[config.mk]
export PLATFORM = sky130hd
export DESIGN_NAME = gld_top
export DESIGN_NICKNAME = d
export VERILOG_FILES = /design/src/inc/gld_pkg.sv /design/src/inc/gld_det_if.sv /design/src/core/gld_level_det.sv /design/src/core/gld_top.sv
export VERILOG_INCLUDE_DIRS = /design/src /design/src/inc
export SDC_FILE = /design/constraint.sdc
export NUM_CORES = 1
export LEC_CHECK = 0
export CORE_ASPECT_RATIO = 1.1
export CORE_MARGIN = 2
export CORE_UTILIZATION = 60
export CTS_BUF_LIST = sky130_fd_sc_hd__clkbuf_2
export DETAILED_ROUTE_END_ITERATION = 10
export DONT_BUFFER_PORTS = 1
export PLACE_DENSITY = 0.76
export SLEW_MARGIN = 20
export SYNTH_ARGS = -nofsm -noshare
export SYNTH_HDL_FRONTEND = slang
export SYNTH_SLANG_ARGS = --single-unit
export TNS_END_PERCENT = 100
[constraint.sdc]
create_clock -name aclk -period 10.49 [get_ports aclk]
set_input_delay 1.5735 -clock aclk [delete_from_list [all_inputs] [get_ports aclk]]
set_output_delay 1.5735 -clock aclk [all_outputs]
set_load 0.01 [all_outputs]
[src/inc/gld_regs.svh]
// Register indices, field positions and reset values of the global register bank
`ifndef GLD_REGS_SVH
`define GLD_REGS_SVH
// ----------------------------------------------------------------
// Register indices (byte address is four times the index)
// ----------------------------------------------------------------
`define GLD_IDX_STATUS 16'h0003
`define GLD_IDX_DET_CFG 16'hF805
`define GLD_IDX_DET_START 16'hF806
`define GLD_IDX_TEST_VALUE 16'hF807
`define GLD_IDX_TEST_STROBE 16'hF808
`define GLD_IDX_SYNC_OUT 16'hF809
`define GLD_IDX_SYNC_LOOP 16'hF80A
`define GLD_IDX_SIGNATURE 16'hF80B
`define GLD_IDX_SLOT_FIRST 16'hF820
`define GLD_IDX_SLOT_LAST 16'hF83F
`define GLD_IDX_ROUTE_CTRL 16'hF840
// ----------------------------------------------------------------
// Field positions
// ----------------------------------------------------------------
`define GLD_CFG_INVERT 21
`define GLD_CFG_FREE_RUN 20
`define GLD_CFG_LEAK_HI 19
`define GLD_CFG_LEAK_LO 18
`define GLD_CFG_MODE_HI 17
`define GLD_CFG_MODE_LO 16
`define GLD_CFG_IVAL_HI 15
`define GLD_CFG_WIDTH 22
`define GLD_STATUS_DONE 1
`define GLD_ROUTE_CHAN_HI 3
`define GLD_ROUTE_DET_TEST 4
`define GLD_ROUTE_INTERP 5
`define GLD_ROUTE_STROBE_BIT 11
`define GLD_ROUTE_STROBE_SEL 12
`define GLD_ROUTE_WIDTH 13
// ----------------------------------------------------------------
// Reset values and constants
// ----------------------------------------------------------------
`define GLD_RST_CFG 22'h000000
`define GLD_RST_TEST_VALUE 16'h0000
`define GLD_RST_SIGNATURE 32'h00000000
`define GLD_RST_SLOT 5'h00
`define GLD_RST_ROUTE 13'h0000
`define GLD_RESP_OKAY 2'h0
`define GLD_RESP_SLVERR 2'h2
`define GLD_LEAK_SHIFT_1 6'h08
`define GLD_LEAK_SHIFT_2 6'h0C
`define GLD_LEAK_SHIFT_3 6'h10
`endif

[src/inc/gld_pkg.sv]
// Types shared by the global register bank and its level detector
package gld_pkg;
  typedef enum logic [1:0] {
    GLD_MODE_LEAKY = 2'b00,
    GLD_MODE_PEAK = 2'b01,
    GLD_MODE_INTEG = 2'b10,
    GLD_MODE_RSVD = 2'b11
  } gld_mode_e;

  typedef enum logic [2:0] {
    GLD_DT_I_HI = 3'b000,
    GLD_DT_I_LO = 3'b001,
    GLD_DT_Q_HI = 3'b010,
    GLD_DT_Q_LO = 3'b011,
    GLD_DT_MAG_HI = 3'b100,
    GLD_DT_MAG_LO = 3'b101,
    GLD_DT_PHASE = 3'b110,
    GLD_DT_AGC = 3'b111
  } gld_dtype_e;

  typedef struct packed {
    logic [1:0] channel_select_field;
    gld_dtype_e data_type_field;
  } gld_slot_s;
endpackage : gld_pkg

[src/inc/gld_det_if.sv]
// Link between the register bank and the level detector
`timescale 1ns/1ps
interface gld_det_if;
  logic [21:0] cfg;
  logic [15:0] sample;
  logic sample_strobe;
  logic interp;
  logic start;
  logic [31:0] result;
  logic done_pulse;
  modport ctl (output cfg, output sample, output sample_strobe, output interp, output start,
    input result, input done_pulse);
  modport det (input cfg, input sample, input sample_strobe, input interp, input start,
    output result, output done_pulse);
endinterface : gld_det_if

[src/core/gld_level_det.sv]
// Input level detector with interval counter
`timescale 1ns/1ps
`include "gld_regs.svh"
module gld_level_det (
  input wire logic aclk,
  input wire logic aresetn,
  gld_det_if.det dif
);
  import gld_pkg::*;

  logic [31:0] acc_reg;
  logic [16:0] count_reg;
  logic active_reg;
  logic done_reg;
  logic [15:0] x_fmt;
  logic [15:0] x_mag;
  logic [31:0] x_ext;
  logic [5:0] shift;
  logic signed [32:0] diff;
  logic signed [32:0] step;
  logic [32:0] sum;
  logic [31:0] acc_next;
  logic upd;
  logic last;
  gld_mode_e mode;

  assign mode = gld_mode_e'(dif.cfg[`GLD_CFG_MODE_HI:`GLD_CFG_MODE_LO]);
  // ----------------------------------------------------------------
  // Sample shaping
  // ----------------------------------------------------------------
  always_comb begin
    x_fmt = dif.cfg[`GLD_CFG_INVERT] ? ~dif.sample : dif.sample;
    if (dif.interp && dif.sample_strobe) begin
      x_fmt = 16'h0000;
    end
    x_mag = x_fmt[15] ? 16'(~x_fmt + 16'h0001) : x_fmt;
    x_ext = {x_mag, 16'h0000};
    unique case (dif.cfg[`GLD_CFG_LEAK_HI:`GLD_CFG_LEAK_LO])
      2'b00: shift = 6'h00;
      2'b01: shift = `GLD_LEAK_SHIFT_1;
      2'b10: shift = `GLD_LEAK_SHIFT_2;
      2'b11: shift = `GLD_LEAK_SHIFT_3;
    endcase
    diff = $signed({1'b0, x_ext}) - $signed({1'b0, acc_reg});
    step = diff >>> shift;
    sum = {1'b0, acc_reg} + {17'h00000, x_mag};
    unique case (mode)
      GLD_MODE_PEAK: acc_next = (x_ext > acc_reg) ? x_ext : acc_reg;
      GLD_MODE_INTEG: acc_next = sum[32] ? 32'hFFFFFFFF : sum[31:0];
      default: acc_next = 32'(acc_reg + step[31:0]);
    endcase
  end

  // Gated updates follow the strobe, interpolated ones every clock
  assign upd = (dif.interp || dif.sample_strobe) &&
    (active_reg || dif.cfg[`GLD_CFG_FREE_RUN]);
  assign last = count_reg == {1'b0, dif.cfg[`GLD_CFG_IVAL_HI:0]} + 17'h00001;

  // ----------------------------------------------------------------
  // Accumulator
  // ----------------------------------------------------------------
  always_ff @(posedge aclk) begin
    if (!aresetn) begin
      acc_reg <= 32'h00000000;
    end else if (dif.start) begin
      acc_reg <= 32'h00000000;
    end else if (upd) begin
      acc_reg <= acc_next;
    end
  end

  // ----------------------------------------------------------------
  // Interval counter
  // ----------------------------------------------------------------
  always_ff @(posedge aclk) begin
    if (!aresetn) begin
      count_reg <= 17'h00000;
      active_reg <= 1'b0;
      done_reg <= 1'b0;
    end else begin
      done_reg <= 1'b0;
      if (dif.start) begin
        count_reg <= 17'h00000;
        active_reg <= 1'b1;
      end else if (active_reg && (dif.interp || dif.sample_strobe)) begin
        if (last) begin
          active_reg <= 1'b0;
          done_reg <= 1'b1;
        end else begin
          count_reg <= count_reg + 17'h00001;
        end
      end
    end
  end

  assign dif.result = acc_reg;
  assign dif.done_pulse = done_reg;
endmodule : gld_level_det

[src/core/gld_top.sv]
// Global register bank: level detector control, test input, sync strobes, signature, slots
//
// Added by the designer: the AXI4-Lite register port.
`timescale 1ns/1ps
`include "gld_regs.svh"
// Behaviour
// - Detector inverts the formatted sample when the invert bit is one.
// - Free-run bit ignores the interval counter; otherwise accumulation stops at expiry.
// - Leak field selects A as 1, 2^-8, 2^-12 or 2^-16.
// - Leaky mode updates Y = A*X + (1-A)*Y.
// - Mode 01 is peak detect, 10 is integrator; host keeps free-run low then.
// - Interval field holds count minus two; intervals span 2 to 65537 samples.
// - Writing the start location clears accumulator and restarts interval counter.
// - Interval expiry sets bit 1 of the status word at register 3.
// - Host test value can feed channel sections or the level detector.
// - Test strobe is channel bit 11 or the written strobe, chosen by bit 12.
// - Each test strobe write gives one sample strobe when that source is chosen.
// - Sync strobe write gives exactly one one-clock pulse on the sync output.
// - Sync out to sync in path holds at most two pipeline registers.
// - Loopback write pulses sync output and feeds the same pulse into sync in.
// - Host writes expected signature low; computed signature returns high half.
// - Each read-order slot holds channel in upper two, data type in lower three.
// - Data type codes pick I, Q, magnitude halves, phase or AGC gain.
// - Gated mode updates on strobe; interpolated updates every clock, zeroed on strobe.
// - Detector result is readable; valid once status bit 1 is set.
module gld_top (
  input wire logic aclk,
  input wire logic aresetn,
  input wire logic [17:0] s_axi_awaddr,
  input wire logic [2:0] s_axi_awprot,
  input wire logic s_axi_awvalid,
  output logic s_axi_awready,
  input wire logic [31:0] s_axi_wdata,
  input wire logic [3:0] s_axi_wstrb,
  input wire logic s_axi_wvalid,
  output logic s_axi_wready,
  output logic [1:0] s_axi_bresp,
  output logic s_axi_bvalid,
  input wire logic s_axi_bready,
  input wire logic [17:0] s_axi_araddr,
  input wire logic [2:0] s_axi_arprot,
  input wire logic s_axi_arvalid,
  output logic s_axi_arready,
  output logic [31:0] s_axi_rdata,
  output logic [1:0] s_axi_rresp,
  output logic s_axi_rvalid,
  input wire logic s_axi_rready,
  input wire logic [15:0] sample_in,
  input wire logic sample_strobe_in,
  output logic [15:0] test_data_out,
  output logic channel_sample_strobe,
  output logic [3:0] chan_use_test,
  output logic sync_out_pin,
  input wire logic sync_in_pin,
  output logic sync_in_int,
  output logic [15:0] bist_expected,
  input wire logic bist_done,
  input wire logic [15:0] bist_signature,
  input wire logic [4:0] slot_index,
  output logic [1:0] channel_select_field,
  output gld_pkg::gld_dtype_e data_type_field,
  input wire logic [23:0] sel_i_data,
  input wire logic [23:0] sel_q_data,
  input wire logic [23:0] sel_mag_data,
  input wire logic [15:0] sel_phase,
  input wire logic [15:0] sel_agc_gain,
  output logic [15:0] fifo_word
);
  import gld_pkg::*;

  // ----------------------------------------------------------------
  // Declarations
  // ----------------------------------------------------------------
  logic awready_reg;
  logic wready_reg;
  logic bvalid_reg;
  logic [1:0] bresp_reg;
  logic arready_reg;
  logic rvalid_reg;
  logic [1:0] rresp_reg;
  logic [31:0] rdata_reg;
  logic aw_held_reg;
  logic w_held_reg;
  logic [15:0] aw_idx_reg;
  logic [31:0] wdata_reg;
  logic [3:0] wstrb_reg;
  logic wr_fire;
  logic [15:0] ar_idx;
  logic wr_hit;
  logic rd_hit;
  logic [31:0] rd_value;
  logic [21:0] cfg_reg;
  logic [15:0] test_value_reg;
  logic [12:0] route_reg;
  logic [31:0] signature_reg;
  gld_slot_s slots_reg [32];
  logic status_done_reg;
  logic test_strobe_reg;
  logic start_reg;
  logic sync_out_reg;
  logic sync_in_reg;
  logic chan_strobe_reg;
  gld_slot_s slot_out_reg;
  logic [15:0] fifo_word_reg;
  logic wr_start;
  logic wr_test_strobe;
  logic wr_sync;
  logic wr_loop;

  gld_det_if dif ();

  function automatic logic [31:0] gld_merge(input logic [31:0] old_v, input logic [31:0] new_v,
      input logic [3:0] strb);
    logic [31:0] res;
    res = old_v;
    for (int b = 0; b < 4; b++) begin
      if (strb[b]) begin
        res[b*8 +: 8] = new_v[b*8 +: 8];
      end
    end
    return res;
  endfunction : gld_merge

  function automatic logic gld_mapped(input logic [15:0] idx);
    return (idx == `GLD_IDX_STATUS) || (idx == `GLD_IDX_DET_CFG) ||
      (idx == `GLD_IDX_DET_START) || (idx == `GLD_IDX_TEST_VALUE) ||
      (idx == `GLD_IDX_TEST_STROBE) || (idx == `GLD_IDX_SYNC_OUT) ||
      (idx == `GLD_IDX_SYNC_LOOP) || (idx == `GLD_IDX_SIGNATURE) ||
      (idx == `GLD_IDX_ROUTE_CTRL) ||
      ((idx >= `GLD_IDX_SLOT_FIRST) && (idx <= `GLD_IDX_SLOT_LAST));
  endfunction : gld_mapped

  // ----------------------------------------------------------------
  // Write address and data channels
  // ----------------------------------------------------------------
  assign wr_fire = aw_held_reg && w_held_reg && !bvalid_reg;
  assign wr_hit = gld_mapped(aw_idx_reg);

  always_ff @(posedge aclk) begin
    if (!aresetn) begin
      aw_held_reg <= 1'b0;
      aw_idx_reg <= 16'h0000;
      awready_reg <= 1'b0;
    end else if (s_axi_awvalid && awready_reg) begin
      aw_held_reg <= 1'b1;
      aw_idx_reg <= s_axi_awaddr[17:2];
      awready_reg <= 1'b0;
    end else if (wr_fire) begin
      aw_held_reg <= 1'b0;
    end else if (!aw_held_reg && !bvalid_reg) begin
      awready_reg <= 1'b1;
    end
  end

  always_ff @(posedge aclk) begin
    if (!aresetn) begin
      w_held_reg <= 1'b0;
      wdata_reg <= 32'h00000000;
      wstrb_reg <= 4'h0;
      wready_reg <= 1'b0;
    end else if (s_axi_wvalid && wready_reg) begin
      w_held_reg <= 1'b1;
      wdata_reg <= s_axi_wdata;
      wstrb_reg <= s_axi_wstrb;
      wready_reg <= 1'b0;
    end else if (wr_fire) begin
      w_held_reg <= 1'b0;
    end else if (!w_held_reg && !bvalid_reg) begin
      wready_reg <= 1'b1;
    end
  end

  // ----------------------------------------------------------------
  // Write response
  // ----------------------------------------------------------------
  always_ff @(posedge aclk) begin
    if (!aresetn) begin
      bvalid_reg <= 1'b0;
      bresp_reg <= `GLD_RESP_OKAY;
    end else if (wr_fire) begin
      bvalid_reg <= 1'b1;
      bresp_reg <= wr_hit ? `GLD_RESP_OKAY : `GLD_RESP_SLVERR;
    end else if (s_axi_bready) begin
      bvalid_reg <= 1'b0;
    end
  end

  // ----------------------------------------------------------------
  // Strobe locations
  // ----------------------------------------------------------------
  assign wr_start = wr_fire && (aw_idx_reg == `GLD_IDX_DET_START);
  assign wr_test_strobe = wr_fire && (aw_idx_reg == `GLD_IDX_TEST_STROBE);
  assign wr_sync = wr_fire && (aw_idx_reg == `GLD_IDX_SYNC_OUT);
  assign wr_loop = wr_fire && (aw_idx_reg == `GLD_IDX_SYNC_LOOP);

  always_ff @(posedge aclk) begin
    if (!aresetn) begin
      start_reg <= 1'b0;
      test_strobe_reg <= 1'b0;
    end else begin
      start_reg <= wr_start;
      test_strobe_reg <= wr_test_strobe;
    end
  end

  // ----------------------------------------------------------------
  // Sync output and internal sync input
  // ----------------------------------------------------------------
  always_ff @(posedge aclk) begin
    if (!aresetn) begin
      sync_out_reg <= 1'b0;
      sync_in_reg <= 1'b0;
    end else begin
      sync_out_reg <= wr_sync || wr_loop;
      sync_in_reg <= sync_in_pin || wr_loop;
    end
  end

  // ----------------------------------------------------------------
  // Configuration and data registers
  // ----------------------------------------------------------------
  always_ff @(posedge aclk) begin
    if (!aresetn) begin
      cfg_reg <= `GLD_RST_CFG;
    end else if (wr_fire && (aw_idx_reg == `GLD_IDX_DET_CFG)) begin
      cfg_reg <= 22'(gld_merge({10'h000, cfg_reg}, wdata_reg, wstrb_reg));
    end
  end

  always_ff @(posedge aclk) begin
    if (!aresetn) begin
      test_value_reg <= `GLD_RST_TEST_VALUE;
    end else if (wr_fire && (aw_idx_reg == `GLD_IDX_TEST_VALUE)) begin
      test_value_reg <= 16'(gld_merge({16'h0000, test_value_reg}, wdata_reg, wstrb_reg));
    end
  end

  always_ff @(posedge aclk) begin
    if (!aresetn) begin
      route_reg <= `GLD_RST_ROUTE;
    end else if (wr_fire && (aw_idx_reg == `GLD_IDX_ROUTE_CTRL)) begin
      route_reg <= 13'(gld_merge({19'h00000, route_reg}, wdata_reg, wstrb_reg));
    end
  end

  // Host owns the low half, the self-test engine the high half
  always_ff @(posedge aclk) begin
    if (!aresetn) begin
      signature_reg <= `GLD_RST_SIGNATURE;
    end else begin
      if (wr_fire && (aw_idx_reg == `GLD_IDX_SIGNATURE)) begin
        signature_reg[15:0] <= 16'(gld_merge(signature_reg, wdata_reg, wstrb_reg));
      end
      if (bist_done) begin
        signature_reg[31:16] <= bist_signature;
      end
    end
  end

  always_ff @(posedge aclk) begin
    if (!aresetn) begin
      for (int s = 0; s < 32; s++) begin
        slots_reg[s] <= `GLD_RST_SLOT;
      end
    end else if (wr_fire && (aw_idx_reg >= `GLD_IDX_SLOT_FIRST) &&
        (aw_idx_reg <= `GLD_IDX_SLOT_LAST) && wstrb_reg[0]) begin
      slots_reg[aw_idx_reg[4:0]] <= gld_slot_s'(wdata_reg[4:0]);
    end
  end

  // ----------------------------------------------------------------
  // Status word
  // ----------------------------------------------------------------
  always_ff @(posedge aclk) begin
    if (!aresetn) begin
      status_done_reg <= 1'b0;
    end else if (dif.done_pulse) begin
      status_done_reg <= 1'b1;
    end else if (start_reg) begin
      status_done_reg <= 1'b0;
    end
  end

  // ----------------------------------------------------------------
  // Read channel
  // ----------------------------------------------------------------
  assign ar_idx = s_axi_araddr[17:2];
  assign rd_hit = gld_mapped(ar_idx);

  always_comb begin
    rd_value = 32'h00000000;
    if (ar_idx == `GLD_IDX_STATUS) begin
      rd_value[`GLD_STATUS_DONE] = status_done_reg;
    end else if (ar_idx == `GLD_IDX_DET_CFG) begin
      rd_value = {10'h000, cfg_reg};
    end else if (ar_idx == `GLD_IDX_DET_START) begin
      rd_value = dif.result;
    end else if (ar_idx == `GLD_IDX_TEST_VALUE) begin
      rd_value = {16'h0000, test_value_reg};
    end else if (ar_idx == `GLD_IDX_SIGNATURE) begin
      rd_value = signature_reg;
    end else if (ar_idx == `GLD_IDX_ROUTE_CTRL) begin
      rd_value = {19'h00000, route_reg};
    end else if ((ar_idx >= `GLD_IDX_SLOT_FIRST) && (ar_idx <= `GLD_IDX_SLOT_LAST)) begin
      rd_value = {27'h0000000, slots_reg[ar_idx[4:0]]};
    end
  end

  always_ff @(posedge aclk) begin
    if (!aresetn) begin
      arready_reg <= 1'b0;
      rvalid_reg <= 1'b0;
      rresp_reg <= `GLD_RESP_OKAY;
      rdata_reg <= 32'h00000000;
    end else if (s_axi_arvalid && arready_reg) begin
      arready_reg <= 1'b0;
      rvalid_reg <= 1'b1;
      rresp_reg <= rd_hit ? `GLD_RESP_OKAY : `GLD_RESP_SLVERR;
      rdata_reg <= rd_value;
    end else if (rvalid_reg && s_axi_rready) begin
      rvalid_reg <= 1'b0;
    end else if (!rvalid_reg) begin
      arready_reg <= 1'b1;
    end
  end

  // ----------------------------------------------------------------
  // Test input routing
  // ----------------------------------------------------------------
  always_ff @(posedge aclk) begin
    if (!aresetn) begin
      chan_strobe_reg <= 1'b0;
    end else if (route_reg[`GLD_ROUTE_STROBE_SEL]) begin
      chan_strobe_reg <= test_strobe_reg;
    end else begin
      chan_strobe_reg <= route_reg[`GLD_ROUTE_STROBE_BIT];
    end
  end

  assign dif.cfg = cfg_reg;
  assign dif.start = start_reg;
  assign dif.interp = route_reg[`GLD_ROUTE_INTERP];
  assign dif.sample = route_reg[`GLD_ROUTE_DET_TEST] ? test_value_reg : sample_in;
  assign dif.sample_strobe = route_reg[`GLD_ROUTE_DET_TEST] ? chan_strobe_reg :
    sample_strobe_in;

  gld_level_det u_det (
    .aclk (aclk),
    .aresetn (aresetn),
    .dif (dif)
  );

  // ----------------------------------------------------------------
  // Read order slot lookup
  // ----------------------------------------------------------------
  always_ff @(posedge aclk) begin
    if (!aresetn) begin
      slot_out_reg <= `GLD_RST_SLOT;
      fifo_word_reg <= 16'h0000;
    end else begin
      slot_out_reg <= slots_reg[slot_index];
      unique case (slot_out_reg.data_type_field)
        GLD_DT_I_HI: fifo_word_reg <= sel_i_data[23:8];
        GLD_DT_I_LO: fifo_word_reg <= {sel_i_data[7:0], 8'h00};
        GLD_DT_Q_HI: fifo_word_reg <= sel_q_data[23:8];
        GLD_DT_Q_LO: fifo_word_reg <= {sel_q_data[7:0], 8'h00};
        GLD_DT_MAG_HI: fifo_word_reg <= sel_mag_data[23:8];
        GLD_DT_MAG_LO: fifo_word_reg <= {sel_mag_data[7:0], 8'h00};
        GLD_DT_PHASE: fifo_word_reg <= sel_phase;
        GLD_DT_AGC: fifo_word_reg <= sel_agc_gain;
      endcase
    end
  end

  // ----------------------------------------------------------------
  // Outputs
  // ----------------------------------------------------------------
  assign s_axi_awready = awready_reg;
  assign s_axi_wready = wready_reg;
  assign s_axi_bvalid = bvalid_reg;
  assign s_axi_bresp = bresp_reg;
  assign s_axi_arready = arready_reg;
  assign s_axi_rvalid = rvalid_reg;
  assign s_axi_rresp = rresp_reg;
  assign s_axi_rdata = rdata_reg;
  assign test_data_out = test_value_reg;
  assign channel_sample_strobe = chan_strobe_reg;
  assign chan_use_test = route_reg[`GLD_ROUTE_CHAN_HI:0];
  assign sync_out_pin = sync_out_reg;
  assign sync_in_int = sync_in_reg;
  assign bist_expected = signature_reg[15:0];
  assign channel_select_field = slot_out_reg.channel_select_field;
  assign data_type_field = slot_out_reg.data_type_field;
  assign fifo_word = fifo_word_reg;
endmodule : gld_top

### Word level (Yosys, flattened, before mapping)

Memory sizes are Yosys's and may differ from the RTL's. A register that Yosys moved wholly into a read port is not among the register bits.
Index checks and enable logic that the tools add are counted.

* bits of input ports: 229
* logic and storage cells: 209
* bits in writable memories: 160
* memories: 1
* flip-flop bits (word level): 240
* output and inout bits: 101

* muxes and demuxes: 42
* shifts and indexed selects: 1
* reductions and logical operators: 80
* bitwise logic cells: 8
* $add $sub $neg: 6
* equality and inequality tests: 32
* order comparisons: 5

Memories
* slots_reg: words 32, bits a word 5, read ports 2, clocked after memory_dff 1, wr ports 32, line gld_top.sv:96 `gld_slot_s slots_reg [32];`

Operator list (number)
* equality test 16 bit, second input constant: 16
* two-way mux 32 bit: 7
* one-hot mux 16 bit (8 select lines): 1
* two-way mux 16 bit: 4
* one-hot mux 32 bit (2 select lines): 1
* adder 32 x 16 -> 33 bit: 1
* >>> shifter 33 x 6 -> 32 bit: 1
* subtractor 32 x 32 -> 33 bit: 1
* adder 32 bit: 1
* equality test 16 x 2 -> 1 bit, second input constant: 2
* greater-or-equal comparator 16 bit, second input constant: 2
* > comparator 32 bit: 1
* <= comparator 16 bit, second input constant: 2
* inverter 16 bit: 2
* two-way mux 30 bit: 1
* AND reduction 2 bit: 15
* logical AND 1 bit: 24
* one-hot mux 6 bit (4 select lines): 1
* logical OR 1 bit: 22
* two-way mux 1 bit: 22
* adder 16 x 1 -> 17 bit, second input constant: 1
* adder 17 x 1 -> 17 bit, second input constant: 1
* equality test 17 bit: 1
* adder 16 x 1 -> 16 bit, second input constant: 1
* other kinds (16): 43

### Longest topological paths before layout

* depth in word-level cells: 11
* gate-level depth with buffers: 35
* gate-level depth less buffers: 33

### Modules after synthesis

From an unflattened synthesis, not the netlist that was laid out.

* cell total of the unflattened synthesis: 2907
* area total of the unflattened synthesis: 26998.4 µm²

By module, submodules not included
* gld_top: cells each 1645, sequential area each 8648.3 µm², instances 1, area each 17840.9 µm²
* gld_level_det: cells each 1262, sequential area each 1021.0 µm², instances 1, area each 9157.5 µm²

### Worst setup path after synthesis

No wires, ideal clock.

* path kind: input -> register
* start point: input port sample_strobe_in
* end point: register u_det.acc_reg[22] (netlist: u_det.dif.result[22])
* library setup time: 86 ps
* data arrival time: 7752 ps
* cell stages on the path: 30
* slack: 2652 ps
* required time: 10404 ps
* buffers on the path: 1
* cell sequence: mux2i_1 -> nand2b_1 -> clkbuf_1 -> and2_1 -> inv_1 -> ha_1 -> mux2i_1 -> xor2_1 -> nor2_1 -> ha_1 -> a21o_1 -> a221oi_1 -> o221ai_1 -> a2111o_1 -> nand2_1 -> a311oi_1 -> a21oi_1 -> nor2_1 -> o31a_1 -> fa_1 -> nor2b_1 -> o21ai_1 -> o21ai_0 -> o21ai_1 -> a311o_1 -> a21oi_1 -> nor2_1 -> xor2_1 -> o221a_2 -> a211oi_1

* word-level cells in the longest chain between the ends: 10
* elaborated cells on any way between the ends: 18
* classes of those cells: add/sub: 4; order compare: 1; eq/ne: 1; shift: 1; mux: 6; bitwise: 1; reduce/logical: 4

RTL lines
* from (decl): line gld_top.sv:49 `input wire logic sample_strobe_in,`
* two-way mux 1 bit *: line gld_top.sv:344 `` assign dif.sample_strobe = route_reg[`GLD_ROUTE_DET_TEST] ? chan_strobe_reg : ``
* logical AND 1 bit: line gld_level_det.sv:33 `if (dif.interp && dif.sample_strobe) begin`
* two-way mux 16 bit: line gld_level_det.sv:33
* inverter 16 bit: line gld_level_det.sv:36 `x_mag = x_fmt[15] ? 16'(~x_fmt + 16'h0001) : x_fmt;`
* adder 16 x 1 -> 16 bit: line gld_level_det.sv:36
* two-way mux 16 bit: line gld_level_det.sv:36
* subtractor 32 x 32 -> 33 bit: line gld_level_det.sv:44 `diff = $signed({1'b0, x_ext}) - $signed({1'b0, acc_reg});`
* >>> shifter 33 x 6 -> 32 bit: line gld_level_det.sv:45 `step = diff >>> shift;`
* adder 32 bit: line gld_level_det.sv:50 `default: acc_next = 32'(acc_reg + step[31:0]);`
* one-hot mux 32 bit (2 select lines): line gld_level_det.sv:47 `unique case (mode)`
* to (signal assigned): line gld_level_det.sv:68 `acc_reg <= acc_next;`
* to (decl): line gld_level_det.sv:11 `logic [31:0] acc_reg;`

Mark *: on every way between the ends. The rest lies on a longest branch, timed or not. The select of a mux whose other input is x is not followed.
A chain may end at the register's enable or synchronous reset.

### Worst setup path after layout

* start point: register route_reg[4]
* end point: register u_det.acc_reg[24] (netlist: u_det.dif.result[24])

* word-level cells in the longest chain between the ends: 11
* elaborated cells on any way between the ends: 21
* classes of those cells: add/sub: 4; order compare: 1; eq/ne: 1; shift: 1; mux: 8; bitwise: 2; reduce/logical: 4

RTL lines
* from (decl): line gld_top.sv:94 `logic [12:0] route_reg;`
* from (signal assigned): line gld_top.sv:240 `` route_reg <= `GLD_RST_ROUTE; ``
* from (signal assigned): line gld_top.sv:242 `route_reg <= 13'(gld_merge({19'h00000, route_reg}, wdata_reg, wstrb_reg));`
* two-way mux 16 bit: line gld_top.sv:343 `` assign dif.sample = route_reg[`GLD_ROUTE_DET_TEST] ? test_value_reg : sample_in; ``
* inverter 16 bit: line gld_level_det.sv:32 `` x_fmt = dif.cfg[`GLD_CFG_INVERT] ? ~dif.sample : dif.sample; ``
* two-way mux 16 bit: line gld_level_det.sv:32
* two-way mux 16 bit: line gld_level_det.sv:33
* inverter 16 bit: line gld_level_det.sv:36
* adder 16 x 1 -> 16 bit: line gld_level_det.sv:36
* two-way mux 16 bit: line gld_level_det.sv:36
* subtractor 32 x 32 -> 33 bit: line gld_level_det.sv:44
* >>> shifter 33 x 6 -> 32 bit: line gld_level_det.sv:45
* adder 32 bit: line gld_level_det.sv:50
* one-hot mux 32 bit (2 select lines): line gld_level_det.sv:47

Several ways; a longest one is shown, not always the timed one. The select of a mux whose other input is x is not followed.

==> results.cfg <==
[synthesis]
synth-xor-area-share = 0.0426
synth.area.mux_share = 0.145
synth-compound-area-share = 0.169
synth-adder-area-share = 0.0359
synth_most_common_cell = nand2_1
synth_area_leader_cell = dfxtp_1
syn_inst = 2767
synth_top_family_by_area = simple AND/OR/NAND/NOR gates
yosysWarnings = 0
synth_edf_count = 160
synth.distinct_cells = 89
async_flop_share = 0
avgSynthCellArea_um2 = 9.36
yosys_register_bits = 403
synthTopCellsByCount = 296 x nand2_1, 243 x dfxtp_1, 187 x nor2_1
netlist_top_cells_area = dfxtp_1 19%, edfxtp_1 19%, mux4_2 8.8%, mux2i_1 4.5%, and2_1 4.3%
yosys.area_share.simple = 0.192
synth_top_cell_area_share = 0.188
syn_area_mm2 = 0.0259
ys_seq_area_frac = 0.373
ys.flop_type = dfxtp_1

[worst_hold_path]
min_to = wdata_reg[17]
min_path_cells = 2
hold_path.class = reg2reg
hp-start = wdata_reg[17]

[routing]
ant_nets = 0
post-route-drc-count = 0
avgViaCountPerCell = 6.64
wirelength_um = 83700
via_count = 22300
drtIter0Drc = 2465
post_drt_wl_per_cell_um = 24.9
firstDrtPassIters = 6

[worst_setup_path]
critPathArrivalTime_ns = 10.04
worstSetupPathType = reg2reg
reg2reg_to = u_det.dif.result[24]
reg2reg_depth = 33
worstPathMaxFanout = 21
critPathLaunchType = flop
cp_slowest_stage_delay_ns = 1.02
slowest_stage = dfxtp_1
ff2ff_setup_slack_ns = 1.37
rr_startpoint = route_reg[4]
setup.worst_path.start = route_reg[4]
required_ns = 11.41
cp_common_cell = a21oi_1
end_kind = flop

[power_and_ir_drop]
power.switching_uw = 1030
clkPwrFrac = 0.338
total_leakage_power_uw = 0.0100
p_int_uw = 2300
power_frac_comb = 0.144
power_frac_seq = 0.518
ir_worst_vdd_mv = 0.114
swShare = 0.309
p_per_area_mw_per_mm2 = 123

[sta]
tightestPinTransition_ns = 1.07
fin_crit_sh = 0.870
finalSetupViolations = 0
drv_slew = 0
fmax_ghz = 0.110
min_period_ns = 9.12
fin_setup_tns_ns = 0
clock_skew_ns = 0.0770
rsz0062_at_grt = no
max_slew_margin = 0.285
hold_viol = 0

[global_routing]
met1_usage = 0.473
grt-busiest-layer = met2
grt_pass1_vias = 21600
use_met3 = 0.0841
grt_max_degree = 195
use_met2 = 0.576
antenna_found_initial = 4
groute.usage.overall = 0.368
grt_pass1_wl_um = 127000
grt_overflow = 0

[clock_network]
clk_latency_ns = 1.14
clock-sinks = 403
cts_repair_resize_count = 0
cts_htree_levels = 3
ctsHoldBuffers = 0
post_cts_buffers = 0
clk_pin_slew_ns = 0.10
clk_root_buffer_cell = clkbuf_2
clockBufferDepth = 3
cts_buffers = 103
cts_tree = done

[floorplan]
design.core.area_mm2 = 0.0424
die_w_um = 202
die_y_um = 222
io-pin-count = 330
start_util = 0.611
die-area_mm2 = 0.0448
rows = 79

[finish]
largest_register_ffs = 160
drive_gt1_frac = 0.126
fin_nets = 3007
syn2layout_area_growth_pct = 4.23
final_area_mm2 = 0.0270
fillers = 3586

[run_status]
status = complete, no violations

[place]
place_area_mm2 = 0.0260
port_buffers = 0
place_congestion = 1.04
place_hpwl_um = 61000

[flow_run]
cap_violations = 0
==> power groups by stage <==
stage	registers, uW	logic [uW]	clock network, uW
finish	1720	479	1130
floorplan	1730	376	0
global route	1730	513	1220
detailed placement	1760	464	0
CTS	1720	466	1140
global placement	1760	454	0
==> critical path, delay by kind of cell (launching register included) <==
family / cells / cell delay [ns]
AO/OA/AOI/OAI: 12 / 2.83
XOR/XNOR: 1 / 0.52
adder cells (fa/ha/maj): 3 / 1.01
buffers and inverters: 3 / 0.45
flip-flops: 1 / 1.02
multiplexers: 2 / 0.43
AND/OR/NAND/NOR: 12 / 2.66
==> through the flow <==
| step | utilization | hold WS (ns) | power, uW | std cells | setup slack (ns) |
|---|---|---|---|---|---|
| floorplan | - | 0.418 | 2100 | 2768 | 2.65 |
| global placement | 0.613 | 0.426 | 2210 | 3167 | 1.27 |
| detailed placement | 0.613 | 0.428 | 2220 | 3167 | 1.11 |
| CTS | 0.636 | 0.471 | 3330 | 3359 | 1.56 |
| global route | 0.636 | 0.482 | 3460 | 3360 | 0.951 |
| finish | 0.636 | 0.469 | 3330 | 3361 | 1.37 |
==> metal layers <==
| metal | vias to the layer above | part of all wire |
|---|---|---|
| met1 | 10700 | 0.39 |
| met3 | 281 | 0.10 |
| met5 | - | 0.00013 |
| li1 | 10000 | - |
| met2 | 1307 | 0.45 |
| met4 | 2 | 0.058 |
==> worst max-delay path by stage <==
| stage | to | cells after the start |
|---|---|---|
| 5_1_grt | u_det.dif.result[24] | 33 |
| 6_report | u_det.dif.result[24] | 33 |
| 4_1_cts | u_det.dif.result[24] | 33 |
| 3_3_place_gp | u_det.dif.result[24] | 31 |
| 2_1_floorplan | u_det.dif.result[22] | 30 |
| 3_5_place_dp | u_det.dif.result[24] | 33 |
==> cell type report <==
class	instances	area, um^2	share of cell area
diodes	2	5.00	0.000185
flip-flops and latches	403	9680	0.359
repair buffers	30	225	0.00834
clock buffers	143	716	0.0265
inverters	65	244	0.00904
well taps	567	709	0.0263
multi-input cells	2102	15200	0.561
clock inverters	49	259	0.00960
==> logic make-up after synthesis <==
| kind of cell | after synthesis |
|---|---|
| flip-flops | 403 |
| XOR/XNOR | 126 |
| adder cells (fa/ha/maj) | 73 |
| other | 1 |
| AND/OR/NAND/NOR | 988 |
| buffers and inverters | 263 |
| multiplexers | 246 |
| AO/OA/AOI/OAI | 667 |
==> placed cells by master (no fill, tap or decap), drive strengths merged, types with 70 or more instances in the layout <==
cell and n:
a21boi 72, xnor2 88, a21oi 120, clkbuf 143, edfxtp 160, and2 179
nand2 296, o21ai 193, nor2b 101, inv 70, ha 71, dfxtp 243
nor2 187, mux2i 116, mux4 101
No activity file was read; power rests on OpenSTA's default activity.
